File: src/core/timer8_pkg.sv
package timer8_pkg;

    // ****************************************
    // Register offsets
    // ****************************************
    localparam logic [7:0] ADDR_FLAGS = 8'h35;
    localparam logic [7:0] ADDR_FLAG_CLR = 8'h36;
    localparam logic [7:0] ADDR_CTRL_A = 8'h44;
    localparam logic [7:0] ADDR_CTRL_B = 8'h45;
    localparam logic [7:0] ADDR_COUNT = 8'h46;
    localparam logic [7:0] ADDR_CMP_A = 8'h47;
    localparam logic [7:0] ADDR_CMP_B = 8'h48;
    localparam logic [7:0] ADDR_MASK = 8'h6e;

    // ****************************************
    // Field positions
    // ****************************************
    localparam int CA_WAVE_LO = 0;
    localparam int CA_OUT_B_LO = 4;
    localparam int CA_OUT_A_LO = 6;
    localparam int CB_CLK_LO = 0;
    localparam int CB_WAVE_HI = 3;
    localparam int CB_FORCE_B = 6;
    localparam int CB_FORCE_A = 7;
    localparam int FLG_OVF = 0;
    localparam int FLG_A = 1;
    localparam int FLG_B = 2;

    // ****************************************
    // Reset values and fixed counter values
    // ****************************************
    localparam logic [7:0] CTRL_RST = 8'h00;
    localparam logic [7:0] CNT_RST = 8'h00;
    localparam logic [7:0] CMP_RST = 8'h00;
    localparam logic [2:0] IRQ_RST = 3'h0;
    localparam logic [3:0] CB_RST = 4'h0;
    localparam logic [7:0] MAX_VAL = 8'hff;
    localparam logic [7:0] BOTTOM_VAL = 8'h00;
    localparam logic [7:0] RD_ZERO = 8'h00;

    // ****************************************
    // Prescaler taps
    // ****************************************
    localparam int PRE_W = 10;
    localparam logic [PRE_W-1:0] PRE_RST = 10'h000;
    localparam int DIV8_BITS = 3;
    localparam int DIV64_BITS = 6;
    localparam int DIV256_BITS = 8;
    localparam int DIV1024_BITS = 10;

    // ****************************************
    // Modes and clock selections
    // ****************************************
    localparam logic [2:0] MODE_NORMAL = 3'h0;
    localparam logic [2:0] MODE_PHASE_FF = 3'h1;
    localparam logic [2:0] MODE_MATCH_CLR = 3'h2;
    localparam logic [2:0] MODE_FAST_FF = 3'h3;
    localparam logic [2:0] MODE_PHASE_A = 3'h5;
    localparam logic [2:0] MODE_FAST_A = 3'h7;
    localparam logic [2:0] CS_STOP = 3'h0;
    localparam logic [2:0] CS_DIV1 = 3'h1;
    localparam logic [2:0] CS_DIV8 = 3'h2;
    localparam logic [2:0] CS_DIV64 = 3'h3;
    localparam logic [2:0] CS_DIV256 = 3'h4;
    localparam logic [2:0] CS_DIV1024 = 3'h5;
    localparam logic [2:0] CS_EXT_FALL = 3'h6;
    localparam logic [2:0] CS_EXT_RISE = 3'h7;
    localparam logic [1:0] OM_OFF = 2'h0;
    localparam logic [1:0] OM_TOGGLE = 2'h1;
    localparam logic [1:0] OM_CLEAR = 2'h2;
    localparam logic [1:0] OM_SET = 2'h3;

    typedef enum logic [2:0] {
        KIND_PLAIN = 3'b001,
        KIND_FAST = 3'b010,
        KIND_PHASE = 3'b100
    } wave_kind_t;

    typedef enum logic [1:0] {
        DIR_UP = 2'b01,
        DIR_DOWN = 2'b10
    } count_dir_t;

    typedef struct packed {
        wave_kind_t kind;
        logic mode_high;
        logic [1:0] out_mode;
    } wave_ctrl_t;

    typedef struct packed {
        logic match;
        logic force_hit;
        logic bottom;
        logic top;
        logic cmp_is_top;
        logic down;
    } wave_evt_t;

endpackage : timer8_pkg

File: src/core/compare_wave_unit.sv
`timescale 1ns/10ps
`default_nettype none

module compare_wave_unit
    import timer8_pkg::*;
#(
    parameter bit PWM_TOGGLE_OK = 1'b1
) (
    // Clock and reset
    input wire logic sys_clk_i,
    input wire logic sys_rst_i,
    // Control and events
    input wire wave_ctrl_t cfg_i,
    input wire wave_evt_t evt_i,
    // Pin
    output logic wave_o,
    output logic wave_en_o
);

    logic wave_q;
    logic wave_d;
    logic hit;
    logic set_lvl;

    // ****************************************
    // Waveform level
    // ****************************************
    always_comb begin
        wave_d = wave_q;
        set_lvl = (cfg_i.out_mode == OM_SET);
        // A compare equal to TOP is ignored in PWM; the edge moves to TOP/BOTTOM
        hit = evt_i.match & ~(cfg_i.out_mode[1] & evt_i.cmp_is_top);
        unique case (cfg_i.kind)
            KIND_PLAIN: begin
                if (evt_i.match | evt_i.force_hit) begin
                    unique case (cfg_i.out_mode)
                        OM_OFF: wave_d = wave_q;
                        OM_TOGGLE: wave_d = ~wave_q;
                        OM_CLEAR: wave_d = 1'b0;
                        OM_SET: wave_d = 1'b1;
                    endcase
                end
            end
            KIND_FAST: begin
                if (cfg_i.out_mode == OM_TOGGLE) begin
                    if (cfg_i.mode_high & PWM_TOGGLE_OK & evt_i.match) begin
                        wave_d = ~wave_q;
                    end
                end else if (cfg_i.out_mode[1]) begin
                    if (hit) begin
                        wave_d = set_lvl;
                    end else if (evt_i.bottom) begin
                        wave_d = ~set_lvl;
                    end
                end
            end
            KIND_PHASE: begin
                if (cfg_i.out_mode == OM_TOGGLE) begin
                    if (cfg_i.mode_high & PWM_TOGGLE_OK & evt_i.match) begin
                        wave_d = ~wave_q;
                    end
                end else if (cfg_i.out_mode[1]) begin
                    if (hit) begin
                        wave_d = set_lvl ^ evt_i.down;
                    end else if (evt_i.top & evt_i.cmp_is_top) begin
                        wave_d = ~set_lvl;
                    end
                end
            end
            default: wave_d = wave_q;
        endcase
    end

    always_ff @(posedge sys_clk_i or posedge sys_rst_i) begin
        if (sys_rst_i) begin
            wave_q <= 1'b0;
        end else begin
            wave_q <= wave_d;
        end
    end

    assign wave_o = wave_q;
    assign wave_en_o = (cfg_i.out_mode != OM_OFF);

endmodule : compare_wave_unit

`default_nettype wire

File: src/core/timer8_core.sv
// Design decision made here: the strobed register port.
`timescale 1ns/10ps
`default_nettype none

// Function
// - Three-bit wave mode joins two control A bits with one control B bit.
// - Mode picks TOP and compare update point; modes 4 and 6 reserved.
// - Overflow flag at MAX in 0,2,3; BOTTOM in 1,5; TOP in 7.
// - Force bit in non-PWM modes forces a match on that channel's output.
// - A forced match sets no flag and never clears the counter.
// - Force bits always read back as zero.
// - Control B bits 5:4 and mask bits 7:3 read as zero.
// - Clock select: stop, undivided, 8, 64, 256, 1024, pin fall, pin rise.
// - Pin edges count even when that pin is driven as an output.
// - Count register gives direct read and write of the counter.
// - A count write blocks the compare match on the next timer clock.
// - Both compare registers compare continuously with the counter.
// - Compare B request when its enable, global enable and flag are set.
// - Compare A request when its enable, global enable and flag are set.
// - Overflow request when its enable, global enable and flag are set.
// - Flags set by events, cleared by vector ack or writing one.
// - Non-PWM output modes: off, toggle, clear, set on match.
module timer8_core
    import timer8_pkg::*;
(
    // Clock and reset
    input wire logic sys_clk_i,
    input wire logic sys_rst_i,
    // Register port
    input wire logic [7:0] reg_addr_i,
    input wire logic [7:0] reg_wdata_i,
    input wire logic reg_we_i,
    input wire logic reg_re_i,
    output logic [7:0] reg_rdata_o,
    // Pins
    input wire logic ext_count_pin_i,
    output logic wave_out_a_o,
    output logic wave_out_a_en_o,
    output logic wave_out_b_o,
    output logic wave_out_b_en_o,
    // Interrupts
    input wire logic global_irq_en_i,
    input wire logic [2:0] irq_ack_i,
    output logic [2:0] irq_req_o,
    output logic irq_o
);

    // ****************************************
    // Declarations
    // ****************************************
    logic [7:0] ctrl_a_q;
    logic [3:0] ctrl_b_q;
    logic [2:0] mask_q;
    logic [2:0] flag_q;
    logic [2:0] flag_set;
    logic [2:0] flag_clr;
    logic [7:0] count_q;
    logic [7:0] count_d;
    count_dir_t dir_q;
    count_dir_t dir_d;
    logic [7:0] cmp_a_buf_q;
    logic [7:0] cmp_b_buf_q;
    logic [7:0] cmp_a_buf_d;
    logic [7:0] cmp_b_buf_d;
    logic [7:0] cmp_a_act_q;
    logic [7:0] cmp_b_act_q;
    logic [PRE_W-1:0] pre_q;
    logic pin_prev_q;
    logic block_q;
    logic [7:0] rdata_q;
    logic [2:0] wave_mode;
    logic [2:0] clk_sel;
    wave_kind_t kind;
    logic use_a_top;
    logic [7:0] top_val;
    logic at_top;
    logic tick;
    logic wr_ctrl_b;
    logic wr_count;
    logic match_a;
    logic match_b;
    logic ovf;
    logic force_a;
    logic force_b;
    logic cmp_upd;
    wave_ctrl_t cfg_a;
    wave_ctrl_t cfg_b;
    wave_evt_t evt_a;
    wave_evt_t evt_b;

    // ****************************************
    // Mode decode
    // ****************************************
    assign wave_mode = {ctrl_b_q[CB_WAVE_HI], ctrl_a_q[CA_WAVE_LO+1:CA_WAVE_LO]};
    assign clk_sel = ctrl_b_q[CB_CLK_LO+2:CB_CLK_LO];

    always_comb begin
        // Reserved modes run as plain counting to MAX
        kind = KIND_PLAIN;
        use_a_top = 1'b0;
        unique case (wave_mode)
            MODE_PHASE_FF: kind = KIND_PHASE;
            MODE_FAST_FF: kind = KIND_FAST;
            MODE_MATCH_CLR: use_a_top = 1'b1;
            MODE_PHASE_A: begin
                kind = KIND_PHASE;
                use_a_top = 1'b1;
            end
            MODE_FAST_A: begin
                kind = KIND_FAST;
                use_a_top = 1'b1;
            end
            default: kind = KIND_PLAIN;
        endcase
    end

    assign top_val = use_a_top ? cmp_a_act_q : MAX_VAL;
    assign at_top = (count_q == top_val);

    // ****************************************
    // Register decode
    // ****************************************
    assign wr_ctrl_b = reg_we_i & (reg_addr_i == ADDR_CTRL_B);
    assign wr_count = reg_we_i & (reg_addr_i == ADDR_COUNT);

    // Force only lands in non-PWM modes; PWM writes are expected to hold zeros
    assign force_a = wr_ctrl_b & reg_wdata_i[CB_FORCE_A] & (kind == KIND_PLAIN);
    assign force_b = wr_ctrl_b & reg_wdata_i[CB_FORCE_B] & (kind == KIND_PLAIN);

    always_ff @(posedge sys_clk_i or posedge sys_rst_i) begin
        if (sys_rst_i) begin
            ctrl_a_q <= CTRL_RST;
        end else if (reg_we_i && reg_addr_i == ADDR_CTRL_A) begin
            ctrl_a_q <= reg_wdata_i;
        end
    end

    always_ff @(posedge sys_clk_i or posedge sys_rst_i) begin
        if (sys_rst_i) begin
            ctrl_b_q <= CB_RST;
        end else if (wr_ctrl_b) begin
            // Force bits are strobes and reserved bits are not stored
            ctrl_b_q <= reg_wdata_i[3:0];
        end
    end

    always_ff @(posedge sys_clk_i or posedge sys_rst_i) begin
        if (sys_rst_i) begin
            mask_q <= IRQ_RST;
        end else if (reg_we_i && reg_addr_i == ADDR_MASK) begin
            mask_q <= reg_wdata_i[2:0];
        end
    end

    // ****************************************
    // Clock select and prescaler
    // ****************************************
    always_ff @(posedge sys_clk_i or posedge sys_rst_i) begin
        if (sys_rst_i) begin
            pre_q <= PRE_RST;
        end else begin
            pre_q <= pre_q + 10'h001;
        end
    end

    // Pin is sampled as a plain input, whatever drives it
    always_ff @(posedge sys_clk_i or posedge sys_rst_i) begin
        if (sys_rst_i) begin
            pin_prev_q <= 1'b0;
        end else begin
            pin_prev_q <= ext_count_pin_i;
        end
    end

    always_comb begin
        tick = 1'b0;
        unique case (clk_sel)
            CS_STOP: tick = 1'b0;
            CS_DIV1: tick = 1'b1;
            CS_DIV8: tick = &pre_q[DIV8_BITS-1:0];
            CS_DIV64: tick = &pre_q[DIV64_BITS-1:0];
            CS_DIV256: tick = &pre_q[DIV256_BITS-1:0];
            CS_DIV1024: tick = &pre_q[DIV1024_BITS-1:0];
            CS_EXT_FALL: tick = pin_prev_q & ~ext_count_pin_i;
            CS_EXT_RISE: tick = ~pin_prev_q & ext_count_pin_i;
        endcase
    end

    // ****************************************
    // Counter and direction
    // ****************************************
    always_comb begin
        count_d = count_q;
        dir_d = dir_q;
        if (wr_count) begin
            count_d = reg_wdata_i;
        end else if (tick) begin
            if (kind == KIND_PHASE) begin
                unique case (dir_q)
                    DIR_UP: begin
                        if (at_top) begin
                            dir_d = DIR_DOWN;
                            count_d = count_q - 8'h01;
                        end else begin
                            count_d = count_q + 8'h01;
                        end
                    end
                    DIR_DOWN: begin
                        if (count_q == BOTTOM_VAL) begin
                            dir_d = DIR_UP;
                            count_d = count_q + 8'h01;
                        end else begin
                            count_d = count_q - 8'h01;
                        end
                    end
                    default: dir_d = DIR_UP;
                endcase
            end else begin
                // Wrap after TOP; a forced match never gets here
                count_d = at_top ? BOTTOM_VAL : count_q + 8'h01;
                dir_d = DIR_UP;
            end
        end
    end

    always_ff @(posedge sys_clk_i or posedge sys_rst_i) begin
        if (sys_rst_i) begin
            count_q <= CNT_RST;
            dir_q <= DIR_UP;
        end else begin
            count_q <= count_d;
            dir_q <= dir_d;
        end
    end

    // Blocks the match seen on the next timer clock after a count write
    always_ff @(posedge sys_clk_i or posedge sys_rst_i) begin
        if (sys_rst_i) begin
            block_q <= 1'b0;
        end else if (wr_count) begin
            block_q <= 1'b1;
        end else if (tick) begin
            block_q <= 1'b0;
        end
    end

    // ****************************************
    // Compare registers
    // ****************************************
    assign cmp_a_buf_d = (reg_we_i && reg_addr_i == ADDR_CMP_A) ? reg_wdata_i : cmp_a_buf_q;
    assign cmp_b_buf_d = (reg_we_i && reg_addr_i == ADDR_CMP_B) ? reg_wdata_i : cmp_b_buf_q;

    // Immediate in plain modes, at TOP in phase modes, at wrap in fast modes
    always_comb begin
        cmp_upd = 1'b0;
        unique case (kind)
            KIND_PLAIN: cmp_upd = 1'b1;
            KIND_PHASE: cmp_upd = tick & at_top & (dir_q == DIR_UP);
            KIND_FAST: cmp_upd = tick & at_top & ~wr_count;
            default: cmp_upd = 1'b1;
        endcase
    end

    always_ff @(posedge sys_clk_i or posedge sys_rst_i) begin
        if (sys_rst_i) begin
            cmp_a_buf_q <= CMP_RST;
            cmp_b_buf_q <= CMP_RST;
        end else begin
            cmp_a_buf_q <= cmp_a_buf_d;
            cmp_b_buf_q <= cmp_b_buf_d;
        end
    end

    always_ff @(posedge sys_clk_i or posedge sys_rst_i) begin
        if (sys_rst_i) begin
            cmp_a_act_q <= CMP_RST;
            cmp_b_act_q <= CMP_RST;
        end else if (cmp_upd) begin
            cmp_a_act_q <= cmp_a_buf_d;
            cmp_b_act_q <= cmp_b_buf_d;
        end
    end

    // ****************************************
    // Match and overflow events
    // ****************************************
    assign match_a = tick & ~wr_count & ~block_q & (count_q == cmp_a_act_q);
    assign match_b = tick & ~wr_count & ~block_q & (count_q == cmp_b_act_q);

    always_comb begin
        ovf = 1'b0;
        if (tick && !wr_count) begin
            unique case (wave_mode)
                MODE_PHASE_FF, MODE_PHASE_A: ovf = (count_q == BOTTOM_VAL) & (dir_q == DIR_DOWN);
                MODE_FAST_A: ovf = at_top;
                default: ovf = (count_q == MAX_VAL);
            endcase
        end
    end

    // ****************************************
    // Waveform units
    // ****************************************
    assign cfg_a = '{kind: kind, mode_high: ctrl_b_q[CB_WAVE_HI],
                     out_mode: ctrl_a_q[CA_OUT_A_LO+1:CA_OUT_A_LO]};
    assign cfg_b = '{kind: kind, mode_high: ctrl_b_q[CB_WAVE_HI],
                     out_mode: ctrl_a_q[CA_OUT_B_LO+1:CA_OUT_B_LO]};

    assign evt_a = '{match: match_a, force_hit: force_a,
                     bottom: tick & ~wr_count & at_top & (kind == KIND_FAST),
                     top: tick & ~wr_count & at_top & (kind == KIND_PHASE),
                     cmp_is_top: (cmp_a_act_q == top_val),
                     down: (dir_q == DIR_DOWN)};
    assign evt_b = '{match: match_b, force_hit: force_b,
                     bottom: tick & ~wr_count & at_top & (kind == KIND_FAST),
                     top: tick & ~wr_count & at_top & (kind == KIND_PHASE),
                     cmp_is_top: (cmp_b_act_q == top_val),
                     down: (dir_q == DIR_DOWN)};

    compare_wave_unit #(
        .PWM_TOGGLE_OK(1'b1)
    ) u_wave_a (
        .sys_clk_i(sys_clk_i),
        .sys_rst_i(sys_rst_i),
        .cfg_i(cfg_a),
        .evt_i(evt_a),
        .wave_o(wave_out_a_o),
        .wave_en_o(wave_out_a_en_o)
    );

    // Channel B has no toggle in PWM modes
    compare_wave_unit #(
        .PWM_TOGGLE_OK(1'b0)
    ) u_wave_b (
        .sys_clk_i(sys_clk_i),
        .sys_rst_i(sys_rst_i),
        .cfg_i(cfg_b),
        .evt_i(evt_b),
        .wave_o(wave_out_b_o),
        .wave_en_o(wave_out_b_en_o)
    );

    // ****************************************
    // Flags and interrupts
    // ****************************************
    // Forced matches feed only the waveform units, never the flags
    assign flag_set = {match_b, match_a, ovf};

    always_comb begin
        flag_clr = irq_ack_i;
        if (reg_we_i && (reg_addr_i == ADDR_FLAGS || reg_addr_i == ADDR_FLAG_CLR)) begin
            flag_clr = irq_ack_i | reg_wdata_i[2:0];
        end
    end

    // Set wins over a clear in the same cycle so no event is lost
    always_ff @(posedge sys_clk_i or posedge sys_rst_i) begin
        if (sys_rst_i) begin
            flag_q <= IRQ_RST;
        end else begin
            flag_q <= (flag_q & ~flag_clr) | flag_set;
        end
    end

    assign irq_req_o[FLG_B] = mask_q[FLG_B] & global_irq_en_i & flag_q[FLG_B];
    assign irq_req_o[FLG_A] = mask_q[FLG_A] & global_irq_en_i & flag_q[FLG_A];
    assign irq_req_o[FLG_OVF] = mask_q[FLG_OVF] & global_irq_en_i & flag_q[FLG_OVF];
    assign irq_o = |irq_req_o;

    // ****************************************
    // Read back
    // ****************************************
    always_ff @(posedge sys_clk_i or posedge sys_rst_i) begin
        if (sys_rst_i) begin
            rdata_q <= RD_ZERO;
        end else if (reg_re_i) begin
            unique case (reg_addr_i)
                ADDR_CTRL_A: rdata_q <= {ctrl_a_q[7:4], 2'h0, ctrl_a_q[1:0]};
                ADDR_CTRL_B: rdata_q <= {4'h0, ctrl_b_q};
                ADDR_COUNT: rdata_q <= count_q;
                ADDR_CMP_A: rdata_q <= cmp_a_buf_q;
                ADDR_CMP_B: rdata_q <= cmp_b_buf_q;
                ADDR_FLAGS: rdata_q <= {5'h00, flag_q};
                ADDR_MASK: rdata_q <= {5'h00, mask_q};
                default: rdata_q <= RD_ZERO;
            endcase
        end else begin
            rdata_q <= RD_ZERO;
        end
    end

    assign reg_rdata_o = rdata_q;

endmodule : timer8_core

`default_nettype wire

File: config.mk
export PLATFORM = sky130hd
export DESIGN_NAME = timer8_core
export DESIGN_NICKNAME = d
export VERILOG_FILES = /design/src/core/timer8_pkg.sv /design/src/core/compare_wave_unit.sv /design/src/core/timer8_core.sv
export SDC_FILE = /design/constraint.sdc
export NUM_CORES = 1
export LEC_CHECK = 0
export ABC_AREA = 1
export BUFFER_PORTS_ARGS = -buffer_cell sky130_fd_sc_hd__buf_2
export CAP_MARGIN = 5
export CORE_MARGIN = 10
export CORE_UTILIZATION = 45
export CTS_CLUSTER_SIZE = 8
export DETAILED_ROUTE_END_ITERATION = 16
export GPL_ROUTABILITY_DRIVEN = 0
export PLACE_DENSITY = 0.64
export SYNTH_ARGS = -nofsm -noshare
export SYNTH_HDL_FRONTEND = slang
export SYNTH_SLANG_ARGS = --single-unit
File: constraint.sdc
create_clock -name sys_clk_i -period 4.7 [get_ports sys_clk_i]
set_input_delay 0 -clock sys_clk_i [delete_from_list [all_inputs] [get_ports sys_clk_i]]
set_output_delay 0 -clock sys_clk_i [all_outputs]
set_load 0.01 [all_outputs]
=== Word-level counts from Yosys, hierarchy flattened ===
Cells that the tools add are included.

* Register bits: 82
* Output and inout bits: 16

* Add/subtract/negate cells: 3
* Equal/unequal tests: 54
* Multiplexer cells: 48
* Bitwise operators: 50
* Reductions and logical operators: 28

{| class="wikitable"
|+ Operators by type and width
! kind !! number
|-
| $mux W8 || 10
|-
| $pmux W8 S7 || 1
|-
| $eq A8 B7 Y1 const B || 6
|-
| $eq A8 B8 Y1 || 5
|-
| $and A1 B1 Y1 || 32
|-
| $mux W1 || 23
|-
| $eq A3 B3 Y1 const B || 7
|-
| $eq A8 B6 Y1 const B || 2
|-
| $pmux W8 S2 || 1
|-
| $eq A3 B2 Y1 const B || 5
|-
| $ne A2 B2 Y1 const B || 6
|-
| $pmux W1 S3 || 4
|-
| $add A10 B1 Y10 const B || 1
|-
| $eq A2 B2 Y1 const B || 5
|-
| $not A1 Y1 || 10
|-
| $reduce_and A10 Y1 || 1
|-
| $eq A3 B1 Y1 const B || 3
|-
| $ne A3 B2 Y1 const B || 3
|-
| $reduce_and A9 Y1 || 1
|-
| $add A8 B1 Y8 const B || 1
|-
| $eq A8 B8 Y1 const B || 1
|-
| $logic_not A8 Y1 || 1
|-
| $pmux W1 S8 || 1
|-
| $reduce_and A8 Y1 || 1
|-
| other kinds (32) || 52
|}

=== Logic depth before layout (Yosys ltp) ===
Gate-level depths: netlist of the first run.

* Depth after elaboration: 13
* Depth in mapped cells: 18
* Depth with buffers taken out: 18

=== Hierarchy ===
Synthesis of the first run repeated with hierarchy kept, for this count alone.

* Cell total of the unflattened synthesis: 710
* Area, all modules: 5152.4 um^2

{| class="wikitable"
|+ Modules (own cells, without submodules)
! module !! instances !! cells an instance !! area each (um^2) !! sequential area each (um^2)
|-
| timer8_core || 1 || 607 || 4649.5 || 1953.1
|-
| compare_wave_unit at u_wave_a || 1 || 49 || 255.2 || 25.0
|-
| compare_wave_unit at u_wave_b || 1 || 54 || 247.7 || 25.0
|}

=== Worst setup path after synthesis of the first run ===
No wires, ideal clock.

* Path kind: reg2reg
* Start point: register ctrl_a_q[0]
* End point: register u_wave_b.wave_q (netlist: u_wave_b.wave_o)
* Setup time: 0.119 ns
* Arrival: 1.845 ns
* Setup slack: 2.736 ns
* Cell stages (with the launch flop): 15
* Path buffers: 2
* Period minus slack after synthesis: 1.964 ns
* Cell sequence: dfrtp_1 -> inv_2 -> nand3_2 -> nand2_2 -> buf_6 -> buf_2 -> nand3_1 -> nand2_1 -> nand3_1 -> nor2_1 -> nand3_1 -> nand2_1 -> nand3_1 -> a21oi_1 -> nor2_1

* Cells in the longest elaborated chain, start to end: 12

{| class="wikitable"
|+ RTL lines
! what !! line !! RTL
|-
| start: declaration || timer8_core.sv:51 || <nowiki>logic [7:0] ctrl_a_q;</nowiki>
|-
| start signal: assignment || timer8_core.sv:134 || <nowiki>ctrl_a_q <= reg_wdata_i;</nowiki>
|-
| $eq A3 B3 Y1 or $eq A3 B2 Y1 (tied branches) || timer8_core.sv:101 || <nowiki>unique case (wave_mode)</nowiki>
|-
| $reduce_or A3 Y1 (no line) || -- ||
|-
| $mux W1 || timer8_core.sv:101 ||
|-
| $mux W8 || timer8_core.sv:117 || <nowiki>assign top_val = use_a_top ? cmp_a_act_q : MAX_VAL;</nowiki>
|-
| $eq A8 B8 Y1 || timer8_core.sv:317 || <nowiki>cmp_is_top: (cmp_b_act_q == top_val),</nowiki>
|-
| $and A1 B1 Y1 || compare_wave_unit.sv:32 || <nowiki>hit = evt_i.match & ~(cfg_i.out_mode[1] & evt_i.cmp_is_top);</nowiki>
|-
| $not A1 Y1 || compare_wave_unit.sv:32 ||
|-
| $and A1 B1 Y1 || compare_wave_unit.sv:32 ||
|-
| $mux W1 (on tied branches) || compare_wave_unit.sv:63, compare_wave_unit.sv:50 ||
|-
| $mux W1 (on tied branches) || compare_wave_unit.sv:62, compare_wave_unit.sv:49 ||
|-
| $mux W1 (on tied branches) || compare_wave_unit.sv:58, compare_wave_unit.sv:45 ||
|-
| $pmux W1 S3 || compare_wave_unit.sv:33 || <nowiki>unique case (cfg_i.kind)</nowiki>
|-
| end signal: assignment || compare_wave_unit.sv:78 || <nowiki>wave_q <= wave_d;</nowiki>
|-
| end: declaration || compare_wave_unit.sv:20 || <nowiki>logic wave_q;</nowiki>
|}

Several ways; a longest one is shown, not always the timed one. The select of a mux whose other input is x is not followed.
A chain may end at the register's enable or synchronous reset.

=== Worst setup path after layout of the first run ===
* Start point: register ctrl_a_q[0]
* End point: register cmp_a_act_q[5]

* Cells in the longest elaborated chain, start to end: 8

{| class="wikitable"
|+ RTL lines
! what !! line !! RTL
|-
| $eq A3 B3 Y1 or $eq A3 B2 Y1 (tied branches) || timer8_core.sv:101 ||
|-
| $reduce_or A3 Y1 (no line) || -- ||
|-
| $mux W1 || timer8_core.sv:101 ||
|-
| $mux W8 || timer8_core.sv:117 ||
|-
| $eq A8 B8 Y1 || timer8_core.sv:118 || <nowiki>assign at_top = (count_q == top_val);</nowiki>
|-
| $and A1 B1 Y1 || timer8_core.sv:258, timer8_core.sv:259 ||
|-
| $and A1 B1 Y1 (on tied branches) || timer8_core.sv:259, timer8_core.sv:258 ||
|-
| $pmux W1 S2 (*) || timer8_core.sv:256 || <nowiki>unique case (kind)</nowiki>
|-
| end signal: assignment || timer8_core.sv:279 || <nowiki>cmp_a_act_q <= cmp_a_buf_d;</nowiki>
|-
| end: declaration || timer8_core.sv:65 || <nowiki>logic [7:0] cmp_a_act_q;</nowiki>
|}

Mark *: on every way between the ends. The rest lies on a longest branch, timed or not.

==> impl_metrics.csv, run 1 <==
group,metric,value,unit
floorplan,ios,41,
pwr,p_per_area,446,mW/mm^2
sta,slew_viol_final,0,
clocking,clockRootBuffer,"clkbuf_8",
critical_path,cp.required,4.91,ns
critical_path,r2r_slack,1.83,ns
pwr,max-vdd-ir-drop,0.180,mV
floorplan,initial_core_util,0.465,
synthesis,synth_area_per_cell,7.17,sq um
global_routing,grt_remaining_overflow,0,
layout,num_antenna_cells,0,
clocking,cts_max_level,3,
synthesis,seq_area_frac_synth,0.413,
routing,wirelength,14500,um
synthesis,synth_nets,706,
pwr,p_leak,2.83,nW
place,placed_area,0.00514,sq mm
critical_path,end_kind,"register",
synthesis,syn_area,0.00485,sq mm
global_routing,grt_pass1_vias,4423,
critical_path,critPathKind,"reg2reg",
critical_path,cp_max_fo,32,
clocking,path_clk_slew,0.08,ns
place,hpwl,10900,um
clocking,cts_made_buffers,9,
layout,drive_above_1_share,0.0971,
sta,fin_crit_sh,0.612,
clocking,hold_buffers,13,
sta,rsz0062_at_grt,"false",
layout,area_growth,13.3,%
sta,hold_viol_final,0,
routing,first_pass_iters,5,
job,drv_cap,0,
sta,finalSetupViolCount,0,
clocking,clockBufferDepth,2,
sta,fmax,348,MHz
sta,min_period,2.87,ns
place,pre_cts_ws,1.90,ns
global_routing,grt_max_degree,81,
floorplan,placementRows,37,
layout,final_util,0.527,
global_routing,grt.total_usage,0.193,
routing,dr_total_vias,4684,
routing,post_drt_wl_per_cell,16.7,um
synthesis,synth-edff-count,0,
clocking,cts_tree,"yes",
critical_path,arrival,3.08,ns
synthesis,synth_cell_types,40,
synthesis,yosysWarnings,0,
sta,finClkSkew,0.0114,ns
sta,max-slew-margin-rel,0.331,
hold_path,holdCritPathClass,"in2reg",
clocking,post_cts_buffers,0,
floorplan,fp.dieArea,0.0153,sq mm
clocking,cts.sinks,80,
synthesis,synthCells,676,
outcome,status,"finished clean",
layout,fin_nets,756,
routing,vias_per_cell,5.40,
sta,setup_tns,0,ns
floorplan,fp.dieH,124,um
synthesis,synthArstFlopShare,1.00,
global_routing,grt_pass1_wl,23100,um
layout,stdcell_area,0.00549,sq mm
place,numPortBuffers,40,
routing,drc,0,
floorplan,core_area,0.0104,sq mm
sta,fin_ws,1.83,ns
global_routing,antenna_found_initial,0,
routing,ant_nets,0,
synthesis,synth_seq_cells,80,
floorplan,die_w,124,um
routing,drt-initial-drc-count,459,
critical_path,cp-start-kind,"register",
clocking,cts_resized,0,
clocking,clk_latency,0.36,ns
synthesis,synth_ff_type,"dfrtp_1",
sta,worstMarginPinSlew,1.00,ns
## power breakdown
part	switching, mW	leakage [nW]	internal (mW)
clock network	0.259	0.109	0.289
logic	0.620	1.71	0.328
registers	0.160	1.01	0.793
total	1.04	2.83	1.41
## cell usage after synthesis, types with 2 or more instances
cell type,number,area (sq um)
nand2_1,193,724
inv_1,93,349
dfrtp_1,79,1980
nand3_1,60,300
nor2_1,55,206
o21ai_0,43,215
a21oi_1,23,115
xor2_1,21,184
nand4_1,10,62.6
clkbuf_1,9,33.8
nor3_1,9,45.0
o21ai_1,8,40.0
a221oi_1,7,61.3
xnor2_1,7,61.3
o22ai_1,6,37.5
ha_1,5,62.6
o21bai_1,5,37.5
a31oi_1,4,25.0
o211ai_1,4,30.0
o21a_1,4,30.0
buf_2,3,15.0
buf_6,3,33.8
clkinv_1,3,11.3
nor4_1,3,18.8
a22oi_1,2,15.0
inv_2,2,7.51
nand3_2,2,20.0
## worst max-delay path: stages, from the launching register on
cell and delay, ns:
dfrtp_1 0.48, inv_2 0.21, nand3_2 0.12, nand2_2 0.33, nand2_1 0.14, nand2_1 0.08
nand2_1 0.06, nor2_1 0.10, nand2_1 0.11, nor2_4 0.17, inv_2 0.10, o21ai_4 0.61
o21ai_0 0.19
## state kept, by name, summed over array words and instances (netlist names)
register,flops
block_q,1
cmp_a_act_q,8
cmp_a_buf_q,8
cmp_b_act_q,8
cmp_b_buf_q,8
count_q,8
ctrl_a_q,6
ctrl_b_q,4
dir_q,2
flag_q,3
mask_q,3
pin_prev_q,1
pre_q,10
reg_rdata_o,8
u_wave_a.wave_o,1
u_wave_b.wave_o,1
## final timing paths
| check | from | end | cells past startpoint |
|---|---|---|---|
| worst max register to register | ctrl_a_q[0] | cmp_a_act_q[5] | 12 |
| worst min-delay path | reg_addr_i[7] | reg_rdata_o[2] | 4 |
| min in group asynchronous | sys_rst_i | pre_q[2] | 4 |
| max in group asynchronous | sys_rst_i | ctrl_a_q[4] | 4 |
| worst max-delay path | ctrl_a_q[0] | cmp_a_act_q[5] | 12 |
| worst min register to register | pre_q[0] | pre_q[0] | 1 |
## metal layers
layer / vias up / part of all wire / track usage
met5: - / 0 / 0
met4: 0 / 0.026 / 0.0801
met3: 28 / 0.096 / 0.0462
met2: 181 / 0.45 / 0.301
met1: 2191 / 0.43 / 0.252
li1: 2284 / - / -
## layout by cell type, fill, tap and decap left out, types with 2 or more instances in the layout
master           n
o211ai_1         4
xnor2_1          7
o21ai_0         43
xor2_1          21
o21a_1           4
inv_2            2
nand4_1         10
o22ai_1          6
a221oi_1         7
dfrtp_1         79
clkinv_2         2
ha_1             5
inv_1           92
a31oi_1          4
a22oi_1          2
nand3_1         60
nor4_1           3
buf_2           40
clkbuf_8        12
clkinv_1         3
nor3_1           9
o21bai_1         5
nor2_1          55
buf_4            2
o21ai_1          8
nand3_2          2
nand2_1        193
a21oi_1         23
dlygate4sd3_1   13
## metrics by stage
step | hold slack (ns) | std cells | total power, mW
after floorplan | 0.0314 | 676 | 1.62
after global placement | 0.126 | 838 | 1.86
final | 0.0309 | 867 | 2.45
after global routing | 0.0423 | 867 | 2.62
after detailed placement | 0.132 | 838 | 1.87
after CTS | 0.00942 | 867 | 2.43
## cell type report
class,count,area [sq um]
Clock inverter,4,51.3
Inverter,98,369
Fill cell,1007,4920
Tap cell,136,170
Sequential cell,80,2000
Clock buffer,12,165
Multi-Input combinational cell,482,2390
Timing Repair Buffer,55,345
## logic make-up (layout without fill, tap and decap cells)
| family | count (synthesis) | in the layout | share of synthesized area |
|---|---|---|---|
| DFF | 80 | 80 | 0.413 |
| adders and majority gates | 5 | 5 | 0.0129 |
| buffers and inverters | 114 | 169 | 0.0944 |
| and+or+nand+nor | 336 | 336 | 0.290 |
| xor gates and xnor gates | 28 | 28 | 0.0506 |
| AOI/OAI and AO/OA | 113 | 113 | 0.139 |
No activity file was read; power rests on OpenSTA's default activity.
==> inputs of run 2 (changes only) <==
--- a/config.mk
+++ b/config.mk
@@ -5,7 +5,7 @@
 export SDC_FILE = /design/constraint.sdc
 export NUM_CORES = 1
 export LEC_CHECK = 0
-export ABC_AREA = 1
+export ABC_AREA = 0
 export BUFFER_PORTS_ARGS = -buffer_cell sky130_fd_sc_hd__buf_2
 export CAP_MARGIN = 5
 export CORE_MARGIN = 10
==> constraint.sdc (replaced) <==
create_clock -name sys_clk_i -period 2.72 [get_ports sys_clk_i]
set_input_delay 0 -clock sys_clk_i [delete_from_list [all_inputs] [get_ports sys_clk_i]]
set_output_delay 0 -clock sys_clk_i [all_outputs]
set_load 0.01 [all_outputs]
==> impl_metrics.csv, run 2 <==
group,metric,value,unit
synthesis,synthCells,533,
floorplan,initial_core_util,0.460,
routing,ant_nets,0,
global_routing,antenna_found_initial,0,
critical_path,cp-start-kind,"register",
sta,fmax,368,MHz
critical_path,cp.required,2.97,ns
routing,wl_met3,1320,um
layout,largest_reg_flops,10,
routing,dr_total_vias,4589,
layout,stdcell_area,0.00600,sq mm
job,drv_cap,0,
clocking,path_clk_slew,0.09,ns
place,hpwl,11600,um
synthesis,synth_ff_type,"dfrtp_1",
clocking,cts_tree,"yes",
synthesis,synthTopCellsByCount,"dfrtp_1, nand2_1, nor2_1",
sta,hold_viol_final,0,
floorplan,placementRows,38,
floorplan,die_w,125,um
critical_path,cp_max_fo,16,
routing,met1_length,6950,um
layout,area_growth,20.4,%
hold_path,holdCritPathClass,"in2reg",
pwr,power,3.98,mW
clocking,cts_max_level,3,
routing,wirelength,15600,um
layout,final_cell_mix,"dfrtp_1, nand2_1, buf_4",
synthesis,yosysWarnings,0,
routing,vias_per_cell,6.06,
clocking,cts.sinks,80,
floorplan,fp.dieArea,0.0157,sq mm
sta,holdWs,0.0776,ns
global_routing,grt_max_degree,30,
synthesis,synth.most_common_cell,"dfrtp_1",
synthesis,synth-edff-count,0,
synthesis,seq_area_frac_synth,0.402,
routing,routed.top_layer,"met4",
pwr,p_leak,2.75,nW
sta,worstMarginPinSlew,0.722,ns
place,placed_area,0.00561,sq mm
layout,drive_above_1_share,0.264,
clocking,cts_made_buffers,9,
floorplan,fp.dieH,125,um
layout,fin_nets,642,
routing,post_drt_wl_per_cell,20.7,um
clocking,clockRootBuffer,"clkbuf_8",
pwr,max-vdd-ir-drop,0.350,mV
synthesis,synth_seq_cells,80,
layout,num_antenna_cells,0,
sta,slew_viol_final,0,
critical_path,end_kind,"register",
pwr,p_per_area,663,mW/mm^2
synthesis,synthArstFlopShare,1.00,
layout,top_register,"pre_q",
synthesis,synth_cell_types,62,
critical_path,arrival,2.97,ns
routing,first_pass_iters,5,
critical_path,critPathKind,"reg2reg",
synthesis,synth_area_per_cell,9.35,sq um
sta,min_period,2.72,ns
synthesis,synth_nets,563,
global_routing,grt_pass1_wl,24600,um
routing,drt-initial-drc-count,689,
synthesis,synth.top_cell.area_share,0.396,
clocking,clk_latency,0.36,ns
routing,drc,0,
sta,max-slew-margin-rel,0.517,
global_routing,grt_remaining_overflow,0,
floorplan,core_area,0.0108,sq mm
floorplan,ios,41,
sta,finalSetupViolCount,0,
synthesis,synth_area_leader_cell,"dfrtp_1",
clocking,clockBufferDepth,2,
place,numPortBuffers,40,
sta,fin_crit_sh,0.999,
outcome,status,"finished clean",
synthesis,synth.top_cells.by_area,"dfrtp_1, mux2_2, xor2_1, o21ai_0, nand2_1",
synthesis,syn_area,0.00499,sq mm
global_routing,grt.total_usage,0.194,
global_routing,grt_pass1_vias,4406,
sta,rsz0062_at_grt,"true",
sta,finClkSkew,0.00649,ns
routing,wl_met2,6990,um
layout,final_common_cell,"dfrtp_1",
==> run 2: changes by cell type after synthesis, moves of 10 or more <==
cell,delta
and3_1,+13
nor2_1,-14
nand3_1,-33
clkbuf_1,+16
mux2_2,+32
mux2_4,+10
nand2_1,-148
inv_1,-81
==> run 2: worst paths after layout <==
check / end / slack (ns) / cells after the start / from
max in group asynchronous: dir_q[0] / 1.80 / 4 / sys_rst_i
worst min register to register: pre_q[0] / 0.45 / 1 / pre_q[0]
worst min-delay path: mask_q[1] / 0.08 / 2 / reg_wdata_i[1]
worst max-delay path: cmp_a_act_q[2] / 0.003 / 8 / ctrl_a_q[0]
worst max register to register: cmp_a_act_q[2] / 0.003 / 8 / ctrl_a_q[0]
min in group asynchronous: cmp_b_act_q[3] / 0.16 / 3 / sys_rst_i
==> run 2: critical path: stages, from the launching register on <==
cell       delay (ns)
dfrtp_1          0.40
or3b_4           0.46
a2111oi_4        0.33
a41oi_2          0.06
a22o_1           0.28
or2_4            0.27
o31ai_4          0.24
buf_12           0.21
mux2_2           0.34
==> run 2: cell families (layout without fill, tap and decap cells) <==
family	count (synthesis)	in the layout	synth area share
compound gates	134	134	0.182
simple gates	188	188	0.186
buf+inv	42	126	0.0364
mux	52	52	0.125
xor+xnor	32	32	0.0562
flops	80	80	0.402
fa+ha+maj	5	5	0.0125
==> run 2: timing repair <==
item                       4_1_cts  5_1_grt
resized for setup                4       14
pin swaps                        0        2
hold endpoints to repair        36        0
setup buffers                    0        1
setup endpoints to repair       24       25
hold buffers                    12        0
==> run 2: per-layer routing <==
metal,up-vias,global-route usage
li1,2126,-
met1,2194,0.261
met2,233,0.293
met3,36,0.0524
met4,0,0.0650
met5,-,0
==> run 2: power breakdown <==
| group | switching, mW | leakage, nW | internal, mW | total [mW] |
|---|---|---|---|---|
| logic | 0.877 | 1.60 | 0.711 | 1.59 |
| clock network | 0.467 | 0.0966 | 0.456 | 0.923 |
| registers | 0.171 | 1.05 | 1.30 | 1.47 |
==> run 2: cell type report <==
cell class | instances | area [sq um]
Multi-Input combinational cell | 411 | 2890
Timing Repair Buffer | 98 | 682
Clock inverter | 5 | 62.6
Sequential cell | 80 | 2000
Fill cell | 968 | 4840
Clock buffer | 11 | 141
Tap cell | 140 | 175
Inverter | 12 | 46.3
==> run 2: stage by stage <==
step	util	instances	worst slack, ns	setup TNS, ns
after CTS	0.549	756	0.00107	0
after floorplan	-	533	-0.143	-1.52
after detailed placement	0.518	728	-0.0885	-1.02
after global placement	0.518	728	-0.0284	-0.169
final	0.554	757	0.00294	0
after global routing	0.554	757	-0.0701	-0.646
==> inputs of run 3 (changes only) <==
--- a/config.mk
+++ b/config.mk
@@ -9,11 +9,11 @@
 export BUFFER_PORTS_ARGS = -buffer_cell sky130_fd_sc_hd__buf_2
 export CAP_MARGIN = 5
 export CORE_MARGIN = 10
-export CORE_UTILIZATION = 45
+export CORE_UTILIZATION = 61
 export CTS_CLUSTER_SIZE = 8
 export DETAILED_ROUTE_END_ITERATION = 16
 export GPL_ROUTABILITY_DRIVEN = 0
-export PLACE_DENSITY = 0.64
+export PLACE_DENSITY = 0.82
 export SYNTH_ARGS = -nofsm -noshare
 export SYNTH_HDL_FRONTEND = slang
 export SYNTH_SLANG_ARGS = --single-unit
==> impl_metrics.csv, run 3 (same netlist as run 2, synthesis figures left out) <==
group,metric,value,unit
layout,final_util,0.750,
floorplan,initial_core_util,0.635,
sta,fin_crit_sh,1.01,
global_routing,busiest_layer,"met2",
pwr,p_per_area,672,mW/mm^2
routing,wirelength,15400,um
routing,dr_total_vias,4805,
layout,num_antenna_cells,0,
pwr,max-vdd-ir-drop,0.383,mV
clocking,path_clk_slew,0.09,ns
global_routing,gr-usage-met3,0.0637,
floorplan,placementRows,32,
clocking,cts_made_buffers,9,
floorplan,core_area,0.00785,sq mm
sta,finClkSkew,0.0108,ns
routing,drt-initial-drc-count,568,
clocking,cts_tree,"yes",
clocking,clockRootBuffer,"clkbuf_8",
critical_path,end_kind,"register",
job,drv_cap,0,
sta,slew_viol_final,0,
pwr,power,3.96,mW
routing,ant_nets,0,
layout,final_common_cell,"dfrtp_1",
place,numPortBuffers,40,
clocking,clockBufferDepth,2,
layout,largest_reg_flops,10,
sta,worstMarginPinSlew,1.13,ns
sta,max-slew-margin-rel,0.237,
sta,holdWs,0.0204,ns
sta,fmax,363,MHz
critical_path,cp-start-kind,"register",
critical_path,cp_max_fo,16,
global_routing,grt.total_usage,0.242,
global_routing,grt_max_degree,55,
layout,area_growth,18.1,%
floorplan,ios,41,
global_routing,grt_pass1_vias,4566,
outcome,status,"finished, violations left",
critical_path,cp.required,2.96,ns
critical_path,crit_end,"cmp_a_act_q[2]",
routing,post_drt_wl_per_cell,21.7,um
clocking,clk_latency,0.37,ns
critical_path,critPathKind,"reg2reg",
routing,drc,0,
critical_path,r2r_slack,-0.03,ns
global_routing,grt_remaining_overflow,0,
sta,min_period,2.75,ns
floorplan,fp.dieH,110,um
layout,drive_above_1_share,0.259,
layout,top_register,"pre_q",
clocking,cts.sinks,80,
pwr,p_leak,2.72,nW
global_routing,grtUsageMet1,0.324,
global_routing,antenna_found_initial,0,
critical_path,reg2reg_to,"cmp_a_act_q[2]",
sta,rsz0062_at_grt,"true",
clocking,post_cts_buffers,0,
critical_path,arrival,3.00,ns
routing,first_pass_iters,6,
place,hpwl,11100,um
sta,fin_ws,-0.0347,ns
sta,hold_viol_final,0,
critical_path,crit_path_start,"ctrl_a_q[0]",
hold_path,holdCritPathClass,"in2reg",
clocking,cts_max_level,3,
critical_path,ff2ff_path_depth,8,
sta,finalSetupViolCount,6,
routing,vias_per_cell,6.76,
floorplan,fp.dieArea,0.0122,sq mm
critical_path,crit-reg2reg-launch,"ctrl_a_q[0]",
layout,fin_nets,634,
global_routing,grt_pass1_wl,24600,um
global_routing,grt_util_met2,0.356,
floorplan,die_w,110,um
layout,final_cell_mix,"dfrtp_1, nand2_1, nor2_1",
outcome,violations,"setup timing",
-- run 3: cell count changes in the layout (fill, tap and decap cells not counted), moves of 2 or more --
cell and change:
mux2_4 -3, clkinv_4 +2, o21ai_1 -3, o21ai_0 +2, mux2_2 +3, buf_4 -6
dlygate4sd3_1 -2
-- run 3: repair_timing --
action / 4_1_cts / 5_1_grt
gates cloned: 0 / 0
hold buffers: 10 / 0
hold endpoints to repair: 66 / 0
endpoints found under the setup margin: 20 / 24
resized for setup: 2 / 12
pin swaps: 0 / 2
-- run 3: how the worst min path moves through the flow --
stage / start / endpoint / slack, ns / cells after the start
final: reg_wdata_i[1] / ctrl_a_q[1] / 0.02 / 3
after detailed placement: ext_count_pin_i / pin_prev_q / 0.14 / 1
after floorplan: ext_count_pin_i / pin_prev_q / 0.03 / 0
after CTS: reg_wdata_i[7] / ctrl_a_q[7] / 0.007 / 2
after global routing: reg_wdata_i[6] / ctrl_a_q[6] / 0.02 / 2
after global placement: ext_count_pin_i / pin_prev_q / 0.13 / 1
-- run 3: metrics by stage --
step,instances,cell area [sq um],setup TNS (ns),setup slack [ns]
3_3_place_gp,685,5530,-0.00192,-0.000806
5_1_grt,711,5890,-1.22,-0.0970
4_1_cts,711,5850,0,0.0101
3_5_place_dp,685,5530,-0.433,-0.0626
6_report,711,5890,-0.103,-0.0347
2_1_floorplan,533,5040,-1.52,-0.143
-- run 3: area by class of cell --
cell class / count / area [sq um]
multi-input cells: 411 / 2880
flip-flops and latches: 80 / 2000
fillers: 516 / 1960
repair buffers: 90 / 617
clock buffers: 10 / 138
well taps: 102 / 128
clock inverters: 6 / 75.1
inverters: 12 / 46.3
-- run 3: worst max-delay path: stages (launching register included) --
cell and delay (ns):
dfrtp_1 0.40, or3b_4 0.47, a2111oi_4 0.30, a41oi_1 0.07
a22o_1 0.31, or2_4 0.28, o31ai_4 0.23, buf_12 0.21
mux2_2 0.36
-- run 3: power by group --
part           leakage [nW]  internal (mW)  switching, mW  total, mW
sequential             1.05           1.30          0.177       1.48
clock                 0.105          0.462          0.485      0.947
combinational          1.57          0.669          0.867       1.54
-- run 3: per-layer routing --
metal  part of all wire  wire length (um)
met3               0.12              1830
met4              0.042               654
met5                  0                 0
met1               0.40              6160
met2               0.44              6750
